`src/tts_pkg.sv`:
```
// shared constants for the trace trigger sequencer
package tts_pkg;
	localparam int NTERM = 7;
	localparam int WIN_NTERM = 4;
	localparam int NQUAL = 10;
	localparam int Q_RESTART = 7;
	localparam int Q_ENABLE = 8;
	localparam int Q_DISABLE = 9;
	localparam int NEV = 4;
	localparam int ABW = 10;
	localparam logic [ABW-1:0] OFS_CTRL = 10'h000;
	localparam logic [ABW-1:0] OFS_STATUS = 10'h004;
	localparam logic [ABW-1:0] OFS_IRQ_STAT = 10'h008;
	localparam logic [ABW-1:0] OFS_IRQ_MASK = 10'h00C;
	localparam logic [3:0] QUAL_PAGE0 = 4'h4;
	localparam logic [1:0] CNT_PAGE = 2'h1;
	localparam logic [1:0] F_AVAL = 2'h0;
	localparam logic [1:0] F_AMSK = 2'h1;
	localparam logic [1:0] F_DVAL = 2'h2;
	localparam logic [1:0] F_DMSK = 2'h3;
	localparam int CTRL_RUN = 0;
	localparam int CTRL_WIN = 1;
	localparam int CTRL_RST_EN = 2;
	localparam int CTRL_DIS_EN = 3;
	localparam int CTRL_LAST_LSB = 4;
	localparam int ST_TERM_LSB = 0;
	localparam int ST_DONE_BIT = 4;
	localparam int ST_WIN_BIT = 5;
	localparam int ST_RUN_BIT = 6;
	localparam int EV_TRIG = 0;
	localparam int EV_ADV = 1;
	localparam int EV_RESTART = 2;
	localparam int EV_WIN = 3;
	localparam logic [7:0] CTRL_RST = 8'h00;
	localparam logic [3:0] MASK_RST = 4'h0;
	localparam logic [15:0] CNT_RST = 16'h0000;
	typedef enum logic [2:0] {
		ST_IDLE = 3'h1,
		ST_SEARCH = 3'h2,
		ST_DONE = 3'h4
	} tts_state_type;
endpackage

```
`src/tts_trace_trigger_sequencer.sv`:
```
// trigger sequencer and capture window of the bus-state analyzer
`timescale 1ns/1ps
module tts_trace_trigger_sequencer #(
	parameter int AW = 24,
	parameter int DW = 16,
	parameter int SW = 8,
	parameter int CW = 16
) (
	// clock and reset
	input wire logic mclk,
	input wire logic rst,
	// register port
	input wire logic [tts_pkg::ABW-1:0] addr,
	input wire logic [31:0] wdata,
	input wire logic wr,
	input wire logic rd,
	output logic [31:0] rdata,
	// captured bus cycle stream
	input wire logic cyc_valid,
	input wire logic [AW-1:0] cyc_addr,
	input wire logic [DW-1:0] cyc_data,
	input wire logic [SW-1:0] cyc_stat,
	input wire logic store_qual,
	// trace record stream
	output logic rec_valid,
	output logic [AW-1:0] rec_addr,
	output logic [DW-1:0] rec_data,
	output logic [SW-1:0] rec_stat,
	output logic rec_adv_tag,
	output logic rec_trig,
	// trigger and interrupt
	output logic trig_out,
	output logic irq
);
	localparam int NQ = tts_pkg::NQUAL;
	localparam int DSW = DW + SW;

	// configuration
	logic [7:0] ctrl_reg;
	logic [tts_pkg::NEV-1:0] irq_stat_reg;
	logic [tts_pkg::NEV-1:0] irq_mask_reg;
	logic [AW-1:0] qa_val_reg [NQ];
	logic [AW-1:0] qa_msk_reg [NQ];
	logic [DSW-1:0] qd_val_reg [NQ];
	logic [DSW-1:0] qd_msk_reg [NQ];
	logic [CW-1:0] cnt_reg [tts_pkg::NTERM];

	// sequencer state
	tts_pkg::tts_state_type state_reg;
	tts_pkg::tts_state_type state_next;
	logic [2:0] term_reg;
	logic [2:0] term_next;
	logic [CW-1:0] occ_reg;
	logic [CW-1:0] occ_next;
	logic win_open_reg;
	logic win_open_next;

	// register decode
	wire logic [3:0] q_page = addr[7:4];
	wire logic [3:0] q_idx = q_page - tts_pkg::QUAL_PAGE0;
	wire logic [1:0] q_fld = addr[3:2];
	wire logic q_hit = (addr[9:8] == 2'h0) && (q_page >= tts_pkg::QUAL_PAGE0)
		&& (q_idx < 4'(NQ)) && (addr[1:0] == 2'h0);
	wire logic [2:0] c_idx = addr[4:2];
	wire logic c_hit = (addr[9:8] == tts_pkg::CNT_PAGE) && (addr[7:5] == 3'h0)
		&& (c_idx < 3'(tts_pkg::NTERM)) && (addr[1:0] == 2'h0);
	wire logic wr_ctrl = wr && (addr == tts_pkg::OFS_CTRL);
	wire logic wr_stat = wr && (addr == tts_pkg::OFS_IRQ_STAT);
	wire logic wr_mask = wr && (addr == tts_pkg::OFS_IRQ_MASK);
	wire logic wr_qual = wr && q_hit;
	wire logic wr_cnt = wr && c_hit;

	// control fields
	wire logic run = ctrl_reg[tts_pkg::CTRL_RUN];
	wire logic win = ctrl_reg[tts_pkg::CTRL_WIN];
	wire logic rst_en = ctrl_reg[tts_pkg::CTRL_RST_EN];
	wire logic dis_en = ctrl_reg[tts_pkg::CTRL_DIS_EN];
	wire logic [2:0] last_cfg = ctrl_reg[tts_pkg::CTRL_LAST_LSB+:3];
	wire logic [2:0] last_lim = (last_cfg > 3'(tts_pkg::NTERM - 1)) ?
		3'(tts_pkg::NTERM - 1) : last_cfg;
	// a longer chain is clipped rather than refused, so software sees no error
	wire logic [2:0] eff_last = (win && last_lim > 3'(tts_pkg::WIN_NTERM - 1)) ?
		3'(tts_pkg::WIN_NTERM - 1) : last_lim;

	// qualifier comparators
	wire logic [DSW-1:0] cyc_ds = {cyc_stat, cyc_data};
	logic [NQ-1:0] match;
	for (genvar q = 0; q < NQ; q++) begin : g_match
		assign match[q] = (((cyc_addr ^ qa_val_reg[q]) & qa_msk_reg[q]) == '0)
			&& (((cyc_ds ^ qd_val_reg[q]) & qd_msk_reg[q]) == '0);
	end

	// sequencing decisions
	wire logic live = cyc_valid && (state_reg != tts_pkg::ST_IDLE);
	wire logic step = cyc_valid && (state_reg == tts_pkg::ST_SEARCH);
	wire logic en_hit = live && win && match[tts_pkg::Q_ENABLE] && !win_open_reg;
	wire logic dis_hit = live && win && dis_en && match[tts_pkg::Q_DISABLE]
		&& win_open_reg;
	wire logic in_win = win_open_reg || en_hit;
	wire logic rst_hit = step && !win && rst_en && match[tts_pkg::Q_RESTART];
	wire logic is_last = (term_reg == eff_last);
	wire logic term_hit = step && match[term_reg]
		&& (!win || !is_last || in_win);
	wire logic [CW-1:0] cnt_cur = cnt_reg[term_reg];
	wire logic [CW-1:0] need = (win || cnt_cur == '0) ?
		CW'(1) : cnt_cur;
	wire logic [CW:0] occ_inc = {1'b0, occ_reg} + (CW+1)'(1);
	wire logic count_ok = (occ_inc >= {1'b0, need});
	wire logic adv = term_hit && count_ok && !rst_hit;
	wire logic trig = adv && is_last;
	wire logic tag = adv || rst_hit || en_hit || dis_hit;
	// forced storage ignores the store qualifier; the window replaces it
	wire logic store = live && (tag || trig
		|| (win ? in_win : store_qual));
	wire logic [tts_pkg::NEV-1:0] ev = {en_hit || dis_hit, rst_hit, adv, trig};
	wire logic [tts_pkg::NEV-1:0] clr = wr_stat ? wdata[tts_pkg::NEV-1:0] : '0;
	// set wins over a simultaneous write-one-to-clear
	wire logic [tts_pkg::NEV-1:0] irq_stat_next = (irq_stat_reg & ~clr) | ev;

	always_comb begin
		state_next = state_reg;
		term_next = term_reg;
		occ_next = occ_reg;
		win_open_next = win_open_reg;
		case (state_reg)
			tts_pkg::ST_IDLE: begin
				term_next = 3'h0;
				occ_next = '0;
				win_open_next = 1'b0;
				if (run) begin
					state_next = tts_pkg::ST_SEARCH;
				end
			end
			tts_pkg::ST_SEARCH: begin
				if (rst_hit) begin
					term_next = 3'h0;
					occ_next = '0;
				end else if (trig) begin
					state_next = tts_pkg::ST_DONE;
					occ_next = '0;
				end else if (adv) begin
					term_next = term_reg + 3'h1;
					occ_next = '0;
				end else if (term_hit) begin
					occ_next = occ_inc[CW-1:0];
				end
			end
			tts_pkg::ST_DONE: begin
				term_next = term_reg;
			end
			default: begin
				state_next = tts_pkg::ST_IDLE;
			end
		endcase
		if (en_hit) begin
			win_open_next = 1'b1;
		end else if (dis_hit) begin
			win_open_next = 1'b0;
		end
		if (!run) begin
			state_next = tts_pkg::ST_IDLE;
		end
	end

	// read mux
	wire logic [7:0] status_word = {1'b0, run, win_open_reg,
		state_reg == tts_pkg::ST_DONE, 1'b0, term_reg};
	logic [31:0] rd_val;
	always_comb begin
		rd_val = 32'h0000_0000;
		if (addr == tts_pkg::OFS_CTRL) begin
			rd_val = {24'h00_0000, ctrl_reg};
		end else if (addr == tts_pkg::OFS_STATUS) begin
			rd_val = {24'h00_0000, status_word};
		end else if (addr == tts_pkg::OFS_IRQ_STAT) begin
			rd_val = {28'h000_0000, irq_stat_reg};
		end else if (addr == tts_pkg::OFS_IRQ_MASK) begin
			rd_val = {28'h000_0000, irq_mask_reg};
		end else if (c_hit) begin
			rd_val = 32'(cnt_reg[c_idx]);
		end else if (q_hit) begin
			case (q_fld)
				tts_pkg::F_AVAL: rd_val = 32'(qa_val_reg[q_idx]);
				tts_pkg::F_AMSK: rd_val = 32'(qa_msk_reg[q_idx]);
				tts_pkg::F_DVAL: rd_val = 32'(qd_val_reg[q_idx]);
				default: rd_val = 32'(qd_msk_reg[q_idx]);
			endcase
		end
	end

	// software registers
	always_ff @(posedge mclk) begin
		if (rst) begin
			ctrl_reg <= tts_pkg::CTRL_RST;
			irq_mask_reg <= tts_pkg::MASK_RST;
			irq_stat_reg <= '0;
			rdata <= 32'h0000_0000;
		end else begin
			if (wr_ctrl) ctrl_reg <= wdata[7:0];
			if (wr_mask) irq_mask_reg <= wdata[tts_pkg::NEV-1:0];
			irq_stat_reg <= irq_stat_next;
			rdata <= rd ? rd_val : 32'h0000_0000;
		end
	end

	// qualifiers reset to all-zero masks, so an unprogrammed term matches any cycle
	always_ff @(posedge mclk) begin
		for (int i = 0; i < NQ; i++) begin
			if (rst) begin
				qa_val_reg[i] <= '0;
				qa_msk_reg[i] <= '0;
				qd_val_reg[i] <= '0;
				qd_msk_reg[i] <= '0;
			end else if (wr_qual && q_idx == 4'(i)) begin
				if (q_fld == tts_pkg::F_AVAL) qa_val_reg[i] <= wdata[AW-1:0];
				if (q_fld == tts_pkg::F_AMSK) qa_msk_reg[i] <= wdata[AW-1:0];
				if (q_fld == tts_pkg::F_DVAL) qd_val_reg[i] <= wdata[DSW-1:0];
				if (q_fld == tts_pkg::F_DMSK) qd_msk_reg[i] <= wdata[DSW-1:0];
			end
		end
	end

	always_ff @(posedge mclk) begin
		for (int i = 0; i < tts_pkg::NTERM; i++) begin
			if (rst) begin
				cnt_reg[i] <= tts_pkg::CNT_RST;
			end else if (wr_cnt && c_idx == 3'(i)) begin
				cnt_reg[i] <= wdata[CW-1:0];
			end
		end
	end

	// sequencer and window
	always_ff @(posedge mclk) begin
		if (rst) begin
			state_reg <= tts_pkg::ST_IDLE;
			term_reg <= 3'h0;
			occ_reg <= '0;
			win_open_reg <= 1'b0;
		end else begin
			state_reg <= state_next;
			term_reg <= term_next;
			occ_reg <= occ_next;
			win_open_reg <= win_open_next;
		end
	end

	// trace record, trigger and interrupt
	always_ff @(posedge mclk) begin
		if (rst) begin
			rec_valid <= 1'b0;
			rec_addr <= '0;
			rec_data <= '0;
			rec_stat <= '0;
			rec_adv_tag <= 1'b0;
			rec_trig <= 1'b0;
			trig_out <= 1'b0;
			irq <= 1'b0;
		end else begin
			rec_valid <= store;
			rec_addr <= cyc_addr;
			rec_data <= cyc_data;
			rec_stat <= cyc_stat;
			rec_adv_tag <= store && tag;
			rec_trig <= store && trig;
			trig_out <= state_next == tts_pkg::ST_DONE;
			irq <= |(irq_stat_next & irq_mask_reg);
		end
	end

	// checks
	localparam int WIN_MAX = tts_pkg::WIN_NTERM;
endmodule // tts_trace_trigger_sequencer

```
`config.mk`:
```
export PLATFORM = sky130hd
export DESIGN_NAME = tts_trace_trigger_sequencer
export DESIGN_NICKNAME = d
export VERILOG_FILES = /design/src/tts_pkg.sv /design/src/tts_trace_trigger_sequencer.sv
export SDC_FILE = /design/constraint.sdc
export NUM_CORES = 2
export LEC_CHECK = 0
export BUFFER_PORTS_ARGS = -buffer_cell sky130_fd_sc_hd__buf_4
export CORE_AREA = 2 2 457 459
export CTS_CLUSTER_DIAMETER = 100
export DETAILED_ROUTE_END_ITERATION = 10
export DIE_AREA = 0 0 459 461
export PLACE_DENSITY_LB_ADDON = 0.1
export SETUP_SLACK_MARGIN = 0.4
export SLEW_MARGIN = 20
export SYNTH_ARGS = -nofsm -noshare
export SYNTH_HDL_FRONTEND = slang
export SYNTH_SLANG_ARGS = --single-unit
```
`constraint.sdc`:
```
create_clock -name mclk -period 5.5 [get_ports mclk]
set_input_delay 0.275 -clock mclk [delete_from_list [all_inputs] [get_ports mclk]]
set_output_delay 0.275 -clock mclk [all_outputs]
set_load 0.005 [all_outputs]
```
==> key figures <==
Floorplan
  – Die W: between 400 and 500 microns
  – Count of boundary I/O pins: between 150 and 200
  – Core region area: about 210000 sq um
  – Die H: 461 microns
  – Die area: about 210000 sq um
  – Site row count: around 170
  – Starting Density: 29.9%

Yosys
  – Avg Cell Area, Syn: 13.3 sq um
  – Unique masters post-synth: 70
  – Post-Syn Area: 61700 sq um
  – Post-synth EDFFs: around 1100
  – Synth top area cells: edfxtp_1 52%, and2_1 11%, mux4_2 11%
  – Yosys reg bits: about 1200
  – Top_reg_cell synth: edfxtp_1
  – Synth top cells by count: 1075 x and2_1, 1072 x edfxtp_1, 484 x xor2_1, 295 x mux4_2, 287 x clkbuf_1
  – Top-area cell type share of the netlist area: 52.2%
  – Register area share after synthesis: a little under three fifths
  – Synth area leader: edfxtp_1
  – Most common cell in the synthesized netlist: and2_1
  – Ys async rst share: 0%
  – Cells after Synth: 4631
  – Yosys synthesis warning count: 0

Layout
  – Reg area: between 30000 and 40000 sq um
  – Post-layout util: a little over a third
  – Layout Cells excl Fill: ~7600
  – Layout cells sized above 1: between 20% and 30%
  – Synth-to-layout area growth: 16.2%
  – Area of the multi-input gates: between 20000 and 30000 sq um
  – Design area: ~72000 sq um
  – Filler cells: 20100
  – Fin nets: 4900

Setup path
  – Critical path endpoint category: register
  – Crit path cell chain: buf_12 -> mux4_2 -> mux2_2 -> nor4_2 -> a41oi_2 -> nand2_1 -> ha_1 -> a21o_1 -> a21o_1 -> a21oi_1 -> o211ai_1 -> a21oi_1 -> buf_4 -> nand4_1 -> nor3_4 -> buf_4 -> a41oi_1 -> a31oi_1
  – Worst Path Arrival: 5.49 ns
  – Crit path largest cell delay: ~0.53 ns
  – Worst-path fanout max: 32
  – Setup crit start kind: register
  – FF-to-FF path depth: 18
  – Critical path class: register to register
  – Max stage delay cell, worst path: mux4_2
  – Critical Path RT: ~6.2 ns

Clock network
  – CTS HTree Levels: 4
  – Number of buffers created by CTS: 150
  – CTS root buf: clkbuf_16
  – CTS tree: done
  – CTS sink cnt: 1191
  – Clk Latency, worst-skew pair: 0.82 ns
  – Clk slew on worst S/H paths: 0.06 ns
  – CTS max path bufs: 3

Power
  – Total power: 23.3 mW
  – Pwr Density: approximately 330 nW/um^2
  – Pleak: around 25 nW
  – Max VDD drop: 0.000330 V

Run status
  – Status: finished, final reports clean

Global route
  – Vias in the first global route: just over 40000
  – Antenna violations before repair: 56
  – Largest net degree at the start of global routing: 80
  – Total Routing Usage GR: 29.1%
  – Global-route wire length before repair: between 400 and 500 mm
  – Congestion Overflow GR: 0

Placed design
  – Input/output buffers: 164
  – Placed cell count: 7283
  – Final RePlAce weighted congestion: 0.929
  – DP HPWL: 219 mm
  – Placed cell area: approximately 66000 sq um

Drt
  – Vias per std cell: approximately 5.6
  – Final wirelength: between 300 and 400 mm
  – Routed wire per std cell: between 40 and 50 microns
  – DRT Pass-1 Iters: 8
  – DRC errors left: 0
  – DRT iter0 DRCs: 7013
  – Vias: ~43000
  – ANT nets after route: 0

STA
  – Max Freq: between 0.2 and 0.25 GHz
  – Crit path time final: 4.74 ns
  – Hold Fails Final Rpt: 0
  – Max transition margin: 21.9%
  – Slew @ Worst Pin: approximately 1.2 ns
  – Worst Skew: around 0.035 ns
  – Fin crit share: a little under nine tenths
  – Final Slew Violations: 0
  – Setup TNS: 0 ns
  – RSZ-0062 raised after global routing: no
  – Count of final setup violators: 0

Hold path
  – Hold/Removal Path Class: input pin to register
  – Hold Path Depth: 3

Flow run
  – Max cap viols: 0
[cell families after synthesis]
logic type / synth area share (%)
AOI/OAI and AO/OA: 5.90
and+or+nand+nor: 14.9
other: 0.00608
DFF: 56.1
xor gates and xnor gates: 7.05
muxes: 12.7
buffers and inverters: 2.97
adders and majority gates: 0.467
[worst max-delay path: cells and delay by family (launching register included)]
family | cells | cell delay (ns)
simple gates | 4 | 1.11
mux | 2 | 0.83
buf+inv | 3 | 0.60
compound gates | 8 | 1.52
flops | 1 | 0.35
fa+ha+maj | 1 | 0.25
[final timing paths]
kind | from | end | slack [ns]
worst max-delay path | register | occ_reg[10] | 0.76
worst min-delay path | cyc_stat[1] | rec_stat[1] | 0.07
worst max register to register | register | occ_reg[10] | 0.76
worst min register to register | occ_reg[11] | occ_reg[11] | 0.47
[cell type report]
type,instances,share of cell area (%)
timing repair buffer,397,4.46
sequential,1191,48.3
clock buffer,212,5.84
inverter,17,0.0909
clock inverter,60,0.627
antenna,18,0.0629
multi-input combinational,3024,35.9
tap,2704,4.72
[layout by cell type (no fill, tap or decap), drive strengths merged, types with 5 or more instances in the layout]
| cell type | n |
|---|---|
| a211oi | 34 |
| a21o | 7 |
| a21oi | 52 |
| a221oi | 41 |
| a222oi | 8 |
| a22o | 37 |
| a22oi | 157 |
| a311oi | 7 |
| a31oi | 34 |
| and2 | 1075 |
| and3 | 12 |
| buf | 356 |
| clkbuf | 212 |
| clkinv | 49 |
| conb | 8 |
| dfxtp | 119 |
| diode | 18 |
| dlygate4sd3 | 41 |
| edfxtp | 1072 |
| ha | 23 |
| inv | 24 |
| mux2 | 36 |
| mux2i | 75 |
| mux4 | 295 |
| nand2 | 168 |
| nand2b | 10 |
| nand3 | 28 |
| nand4 | 58 |
| nor2 | 93 |
| nor2b | 93 |
| nor3 | 12 |
| nor4 | 7 |
| o21ai | 108 |
| o2bb2ai | 7 |
| or4 | 5 |
| xnor2 | 12 |
| xor2 | 484 |
[timing repair]
item                                    CTS  global route
pin swaps                                 1             2
endpoints found under the hold margin    52             0
endpoints found under the setup margin    7            14
buffers inserted                          2             5
hold buffers                             41             0
resized for setup                         1             2
cloned                                    1             0
[stage by stage]
stage | hold slack [ns] | worst slack [ns]
after floorplan | 0.405 | 0.998
after global placement | 0.460 | 0.334
after detailed placement | 0.465 | 0.325
after CTS | 0.0227 | 0.431
after global routing | 0.0536 | 0.463
final | 0.0733 | 0.756
[layer usage]
| metal | vias to the layer above | global-route usage (%) | part of all wire [%] |
|---|---|---|---|
| met5 | - | 0 | 0.039 |
| met2 | 2444 | 42.7 | 43 |
| li1 | 17300 | - | - |
| met4 | 18 | 11.6 | 4.5 |
| met1 | 22600 | 41.6 | 43 |
| met3 | 395 | 6.48 | 9.5 |
[where the power goes]
group          total, mW  internal (mW)  switching (mW)
clock               9.69           5.48            4.21
sequential          10.6           10.3           0.359
combinational       2.96          0.894            2.07
(Power assumes the default switching activity.)
